### config.mk
export PLATFORM = sky130hd
export DESIGN_NAME = sbm_exec
export DESIGN_NICKNAME = d
export VERILOG_FILES = /design/src/shared/sbm_pkg.sv /design/src/hdl/sbm_alu.sv /design/src/hdl/sbm_exec.sv
export SDC_FILE = /design/constraint.sdc
export NUM_CORES = 1
export LEC_CHECK = 0
export BUFFER_PORTS_ARGS = -buffer_cell sky130_fd_sc_hd__buf_2
export CORE_MARGIN = 2
export CORE_UTILIZATION = 40
export CTS_CLUSTER_SIZE = 30
export DETAILED_ROUTE_END_ITERATION = 7
export PLACE_DENSITY_LB_ADDON = 0.12
export SLEW_MARGIN = 20
export SYNTH_ARGS = -nofsm -noshare
export SYNTH_HDL_FRONTEND = slang
export SYNTH_HIERARCHICAL = 1
export SYNTH_SLANG_ARGS = --single-unit
### constraint.sdc
create_clock -name clk_in -period 5.85 [get_ports clk_in]
set_input_delay 0.2925 -clock clk_in [delete_from_list [all_inputs] [get_ports clk_in]]
set_output_delay 0.2925 -clock clk_in [all_outputs]
set_load 0.05 [all_outputs]
### src/shared/sbm_pkg.sv
// Purpose: shared constants and types for the skip/branch/move execution slice
// Assumes: 12-bit instruction word, 8-bit data path, 32 file registers
// Notes: opcode patterns are matched under the field widths given here
`default_nettype none
package sbm_pkg;
  // widths
  localparam int INSTR_W = 12;
  localparam int DATA_W = 8;
  localparam int FADDR_W = 5;
  localparam int PC_W = 11;
  localparam int JUMP_W = 9;
  localparam int LIT_W = 8;
  // field positions
  localparam int DEST_BIT = 5;
  localparam int OP6_LSB = 6;
  localparam int OP7_LSB = 5;
  localparam int OP4_LSB = 8;
  localparam int OP3_LSB = 9;
  localparam int PAGE_HI = 6;
  localparam int PAGE_LO = 5;
  // opcode patterns
  localparam logic [5:0] OP_DEC_SKIP = 6'h0B;
  localparam logic [5:0] OP_INC_SKIP = 6'h0F;
  localparam logic [5:0] OP_OR_REG = 6'h04;
  localparam logic [5:0] OP_MOVE_F = 6'h08;
  localparam logic [6:0] OP_STORE_ACC = 7'h01;
  localparam logic [3:0] OP_OR_LIT = 4'hD;
  localparam logic [2:0] OP_JUMP = 3'h5;
  localparam logic [11:0] OP_IDLE = 12'h000;
  // values
  localparam logic [7:0] ONE = 8'h01;
  localparam logic [7:0] ZERO_DATA = 8'h00;
  localparam logic [7:0] ACC_RST = 8'h00;
  localparam logic [4:0] FADDR_RST = 5'h00;
  localparam logic [10:0] PC_RST = 11'h000;
  localparam logic DEST_ACC = 1'b0;

  typedef enum logic [2:0] {
    ALU_DEC = 3'h0,
    ALU_INC = 3'h1,
    ALU_OR_F = 3'h2,
    ALU_OR_LIT = 3'h3,
    ALU_PASS_F = 3'h4,
    ALU_PASS_W = 3'h5
  } sbm_alu_op_t;

  typedef enum logic [1:0] {
    ST_EXEC = 2'b01,
    ST_FLUSH = 2'b10
  } sbm_state_t;
endpackage
`default_nettype wire

### src/hdl/sbm_alu.sv
// Purpose: data path for the skip/branch/move slice
// Assumes: purely combinational, operands valid in the execute cycle
// Notes: zero is computed on the full eight-bit result
`default_nettype none
module sbm_alu (
  // operation
  input wire sbm_pkg::sbm_alu_op_t op_in,
  // operands
  input wire logic [sbm_pkg::DATA_W-1:0] acc_in,
  input wire logic [sbm_pkg::DATA_W-1:0] file_in,
  input wire logic [sbm_pkg::LIT_W-1:0] lit_in,
  // result
  output logic [sbm_pkg::DATA_W-1:0] result_out,
  output logic zero_out
);
  import sbm_pkg::*;

  always_comb begin
    unique case (op_in)
      ALU_DEC: result_out = file_in - ONE;
      ALU_INC: result_out = file_in + ONE;
      ALU_OR_F: result_out = acc_in | file_in;
      ALU_OR_LIT: result_out = acc_in | lit_in;
      ALU_PASS_F: result_out = file_in;
      ALU_PASS_W: result_out = acc_in;
      default: result_out = acc_in;
    endcase
  end

  // set when all eight bits are clear
  assign zero_out = (result_out == ZERO_DATA);
endmodule
`default_nettype wire

### src/hdl/sbm_exec.sv
// Purpose: executes decrement/increment-skip, jump, OR and move instructions
// Assumes: one instruction offered per valid cycle; file read data is
//   combinational from file_raddr_out in the same cycle
// Notes: the accumulator lives here; the zero flag is handed out as a
//   write strobe plus value for the status register
// Function
// - decrement-skip subtracts one from file register 0..31 into the destination.
// - a zero decrement result discards the fetched next instruction as an idle cycle.
// - increment-skip adds one into the destination and neither skip alters a flag.
// - a zero increment result discards the fetched next instruction as an idle cycle.
// - the jump loads its 9-bit immediate into program counter bits 8..0.
// - the literal OR ORs an 8-bit immediate into the accumulator and updates zero.
// - the register OR ORs accumulator with the file register to the destination, zero too.
// - destination bit 0 selects the accumulator and 1 the addressed file register.
// - the store copies the accumulator into the file register without flag change.
// - the file move copies the file register to the destination-selected target.
// - the file move updates zero from the moved value even writing back to itself.
`default_nettype none
module sbm_exec (
  // clock and reset
  input wire logic clk_in,
  input wire logic rst_in,
  // instruction stream
  input wire logic [sbm_pkg::INSTR_W-1:0] instr_in,
  input wire logic instr_valid_in,
  // file register and status access
  input wire logic [sbm_pkg::DATA_W-1:0] file_rdata_in,
  input wire logic [sbm_pkg::DATA_W-1:0] status_in,
  output logic [sbm_pkg::FADDR_W-1:0] file_raddr_out,
  output logic file_we_out,
  output logic [sbm_pkg::FADDR_W-1:0] file_waddr_out,
  output logic [sbm_pkg::DATA_W-1:0] file_wdata_out,
  // accumulator and zero flag
  output logic [sbm_pkg::DATA_W-1:0] acc_out,
  output logic zero_we_out,
  output logic zero_out,
  // program flow
  output logic pc_load_out,
  output logic [sbm_pkg::PC_W-1:0] pc_target_out,
  output logic discard_out,
  output logic unknown_op_out
);
  import sbm_pkg::*;

  sbm_state_t state, next_state;
  logic [DATA_W-1:0] acc, next_acc;
  logic file_we, next_file_we;
  logic [FADDR_W-1:0] file_waddr, next_file_waddr;
  logic [DATA_W-1:0] file_wdata, next_file_wdata;
  logic zero_we, next_zero_we;
  logic zero, next_zero;
  logic pc_load, next_pc_load;
  logic [PC_W-1:0] pc_target, next_pc_target;
  logic discard, next_discard;
  logic unknown_op, next_unknown_op;

  logic exec;
  logic dest_file;
  logic is_dec, is_inc, is_or_reg, is_move, is_store, is_or_lit, is_jump, is_idle;
  logic known;
  sbm_alu_op_t alu_op;
  logic [DATA_W-1:0] alu_result;
  logic alu_zero;

  // decode
  assign exec = instr_valid_in && (state == ST_EXEC);
  assign dest_file = (instr_in[DEST_BIT] != DEST_ACC);
  assign is_dec = (instr_in[INSTR_W-1:OP6_LSB] == OP_DEC_SKIP);
  assign is_inc = (instr_in[INSTR_W-1:OP6_LSB] == OP_INC_SKIP);
  assign is_or_reg = (instr_in[INSTR_W-1:OP6_LSB] == OP_OR_REG);
  assign is_move = (instr_in[INSTR_W-1:OP6_LSB] == OP_MOVE_F);
  assign is_store = (instr_in[INSTR_W-1:OP7_LSB] == OP_STORE_ACC);
  assign is_or_lit = (instr_in[INSTR_W-1:OP4_LSB] == OP_OR_LIT);
  assign is_jump = (instr_in[INSTR_W-1:OP3_LSB] == OP_JUMP);
  assign is_idle = (instr_in == OP_IDLE);
  assign known = is_dec || is_inc || is_or_reg || is_move || is_store ||
                 is_or_lit || is_jump || is_idle;
  assign file_raddr_out = instr_in[FADDR_W-1:0];

  always_comb begin
    if (is_dec) begin
      alu_op = ALU_DEC;
    end else if (is_inc) begin
      alu_op = ALU_INC;
    end else if (is_or_reg) begin
      alu_op = ALU_OR_F;
    end else if (is_or_lit) begin
      alu_op = ALU_OR_LIT;
    end else if (is_move) begin
      alu_op = ALU_PASS_F;
    end else begin
      alu_op = ALU_PASS_W;
    end
  end

  sbm_alu u_alu (
    .op_in(alu_op),
    .acc_in(acc),
    .file_in(file_rdata_in),
    .lit_in(instr_in[LIT_W-1:0]),
    .result_out(alu_result),
    .zero_out(alu_zero)
  );

  always_comb begin
    next_state = state;
    next_acc = acc;
    next_file_we = 1'b0;
    next_file_waddr = file_waddr;
    next_file_wdata = file_wdata;
    next_zero_we = 1'b0;
    next_zero = zero;
    next_pc_load = 1'b0;
    next_pc_target = pc_target;
    next_discard = 1'b0;
    next_unknown_op = 1'b0;
    if (instr_valid_in) begin
      unique case (state)
        ST_EXEC: begin
          next_unknown_op = !known;
          if (is_dec || is_inc || is_or_reg || is_move) begin
            if (dest_file) begin
              next_file_we = 1'b1;
              next_file_waddr = instr_in[FADDR_W-1:0];
              next_file_wdata = alu_result;
            end else begin
              next_acc = alu_result;
            end
          end
          if (is_store) begin
            next_file_we = 1'b1;
            next_file_waddr = instr_in[FADDR_W-1:0];
            next_file_wdata = alu_result;
          end
          if (is_or_lit) begin
            next_acc = alu_result;
          end
          // skips and jump leave the flag alone
          if (is_or_reg || is_or_lit || is_move) begin
            next_zero_we = 1'b1;
            next_zero = alu_zero;
          end
          if ((is_dec || is_inc) && alu_zero) begin
            next_state = ST_FLUSH;
          end
          if (is_jump) begin
            next_pc_load = 1'b1;
            next_pc_target = {status_in[PAGE_HI], status_in[PAGE_LO],
                              instr_in[JUMP_W-1:0]};
            next_state = ST_FLUSH;
          end
        end
        ST_FLUSH: begin
          // prefetched word is dropped: behaves as an idle instruction
          next_discard = 1'b1;
          next_state = ST_EXEC;
        end
      endcase
    end
  end

  always_ff @(posedge clk_in) begin
    if (rst_in) begin
      state <= ST_EXEC;
      acc <= ACC_RST;
      file_we <= 1'b0;
      file_waddr <= FADDR_RST;
      file_wdata <= ZERO_DATA;
      zero_we <= 1'b0;
      zero <= 1'b0;
      pc_load <= 1'b0;
      pc_target <= PC_RST;
      discard <= 1'b0;
      unknown_op <= 1'b0;
    end else begin
      state <= next_state;
      acc <= next_acc;
      file_we <= next_file_we;
      file_waddr <= next_file_waddr;
      file_wdata <= next_file_wdata;
      zero_we <= next_zero_we;
      zero <= next_zero;
      pc_load <= next_pc_load;
      pc_target <= next_pc_target;
      discard <= next_discard;
      unknown_op <= next_unknown_op;
    end
  end

  assign acc_out = acc;
  assign file_we_out = file_we;
  assign file_waddr_out = file_waddr;
  assign file_wdata_out = file_wdata;
  assign zero_we_out = zero_we;
  assign zero_out = zero;
  assign pc_load_out = pc_load;
  assign pc_target_out = pc_target;
  assign discard_out = discard;
  assign unknown_op_out = unknown_op;
endmodule
`default_nettype wire

==> results.md <==
* Outcome: finished clean
* Number of synthesized flops with an enable pin at 0
* Pin count of the biggest net entering global routing at 48
* Fmax at 0.214 GHz
* Cell Area, Synth at 2510 µm²
* Core area at 5990 µm²
* Yosys reg bits at 40
* YS warnings at 6
* Gr ovfl total at 0
* Clock Pin Slew Worst Setup and Hold Paths at 0.08 ns
* Clk sinks at 40
* Final Max Slew Viols at 0
* Gr busiest metal: met2
* CTS resizes at 0
* 1st-iter DRT viols at 131
* CP arrival at 4.85 ns
* Nets at 383
* Max Fanout on Critical Path at 21
* Final setup fails at 0
* Hold Path Class: in2reg
* Tot Pwr at 652 µW
* IO buf count at 67
* Worst-case clock buffer depth at 2
* Post-route ant nets at 0
* Post-Layout Cell Count at 421
* DR DRC count at 0
* Fin crit share at 0.800
* Via density at 5.38
* Hold Vio Cnt, Final at 0
* Pwr Density at 220 nW/µm²
* CTS Hold Bufs at 0
* RSZ-0062 raised after global routing: false
* Initial antenna violation count at 0
* Post-synthesis sequential area ratio at 0.318
* Area leader, netlist: dfxtp_1
* H-Tree Depth at 2
* Vias in the first global route at 2143
* CTS Buf Count at 5
* Vias at 2266
* Reg-to-reg slack, setup at 3.54 ns
* Met1 usage at 0.245
* Largest cells by area after synthesis: dfxtp_1 32%, mux2i_1 13%, nor2_1 5.8%
* Setup Buffers After CTS at 0
* Share of the synthesized area in the top cell type at 0.318
* GRT Util Overall at 0.180
* Max-Cap Viols at 0
* Final HPWL DP at 4630 µm
* CP Capture Type: register
* Critical path class: in2reg
* Yosys cell types at 60
* Clock Latency Late Sink at 0.29 ns
* Fillers at 587
* Fin Setup TNS at 0 ns
* Avg Cell Area, Syn at 8.76 µm²
* WP data required at 6.02 ns
* GR Util met3 at 0.0368
* Worst slew pin tran at 0.756 ns
* Synth async-reset ratio at 0
* Post-synthesis net count at 325
* Most frequent cell after synthesis: dfxtp_1
* Diode count at 0
* Die X at 83.3 µm
* CTS tree: done
* Final wirelength at 6310 µm
* Predominant post-synthesis flop cell: dfxtp_1
* Maximum resistive drop on vdd at 0.000116 V
* Met2 Use GR at 0.292
* First-pass GRT wire length at 10500 µm
* Tmin final at 4.68 ns
* Dpl cells at 413
* Chip Height at 83.3 µm
* Root buffer cell: clkbuf_8
* Util after Layout at 0.494
* Initial core utilization at 0.420
* First-pass DRT Iterations at 4
* Synthesized instance count at 287
* GPL Wtd Cong at 0.831
* Worst Skew at 0.00641 ns
* Area added between synthesis and finish at 17.8%
* Row cnt at 28
* Commonest cells post-synth: 40 x dfxtp_1, 39 x nor2_1, 32 x mux2i_1
* CP Launch Type: input pin
* Share of layout cells above drive strength 1 at 0.275
* Die ar. at 6940 µm²
* Static Leak at 1.39 nW
* Routed WL per cell at 15.0 µm
* I/O pins at 74
* Relative max-transition margin at 0.496
[power by group]
part           switching [mW]  internal (mW)
logic                  0.0831         0.0470
clock network           0.104          0.140
registers             0.00205          0.276
total                   0.189          0.463
[layout make-up]
class	instances	area, µm²	share of cell area
tap	75	93.8	0.0317
clock buffer	6	82.6	0.0279
clock inverter	2	38.8	0.0131
timing repair buffer	72	373	0.126
sequential	40	801	0.270
multi-input combinational	218	1540	0.521
inverter	8	30.0	0.0101
[worst paths after layout]
kind | startpoint | end | depth (start not counted)
max | instr_in[6] | state[0] | 20
min | status_in[6] | pc_target_out[10] | 3
max reg2reg | acc_out[5] | state[0] | 9
min reg2reg | state[0] | discard_out | 1
[cell usage in the layout, fill, tap and decap left out, types with 5 or more instances in the layout]
cell and count:
buf_2 67, dfxtp_1 40, nor2_1 39, mux2i_1 32, nand2b_1 18, o21ai_0 15
a21oi_1 11, nand2_1 10, inv_1 8, clkbuf_8 6, ha_1 6, nor3_1 5
and3_1 5, buf_4 5
[logic make-up (layout without fill, tap and decap cells)]
kind of cell               Yosys count  count (layout)  share of synthesized area
DFF                                 40              40                      0.318
xor gates and xnor gates             5               5                     0.0174
adders and majority gates            7               7                     0.0378
muxes                               32              32                      0.127
buffers and inverters               29              88                     0.0701
and+or+nand+nor                    108             108                      0.239
AOI/OAI and AO/OA                   66              66                      0.190
[through the flow]
step / hold slack [ns] / setup WS (ns) / cell area [µm²]
floorplan: 0.408 / 2.04 / 2510
finish: 0.238 / 1.17 / 2960
global route: 0.250 / 0.756 / 2960
CTS: 0.231 / 1.16 / 2960
detailed placement: 0.472 / 0.919 / 2840
global placement: 0.463 / 1.09 / 2840
[sequential cells by signal, summed over array words and instances, names as in the netlist]
name,count
file_we_out,1
unknown_op_out,1
discard_out,1
state,2
pc_target_out,11
pc_load_out,1
acc_out,8
zero_out,1
file_waddr_out,5
file_wdata_out,8
zero_we_out,1
[layer usage]
metal	vias up	part of all wire
met2	60	0.47
met5	-	0
met4	0	0.0097
met1	1057	0.47
met3	6	0.045
li1	1143	-
[critical path, stage by stage]
cell	delay [ns]
buf_2	0.16
nor4_1	0.50
a21oi_1	0.11
nor3b_2	0.17
buf_4	0.24
a21oi_1	0.08
nor2_1	0.33
nand2_1	0.29
ha_1	0.44
and3_4	0.21
a22oi_2	0.08
a2111oi_0	0.62
a311o_1	0.22
o21ai_0	0.08
buf_4	0.16
nor4_2	0.37
and3_1	0.21
o21ai_0	0.07
nand2_1	0.11
o211ai_1	0.09
Power figures use the tool's default switching activity.
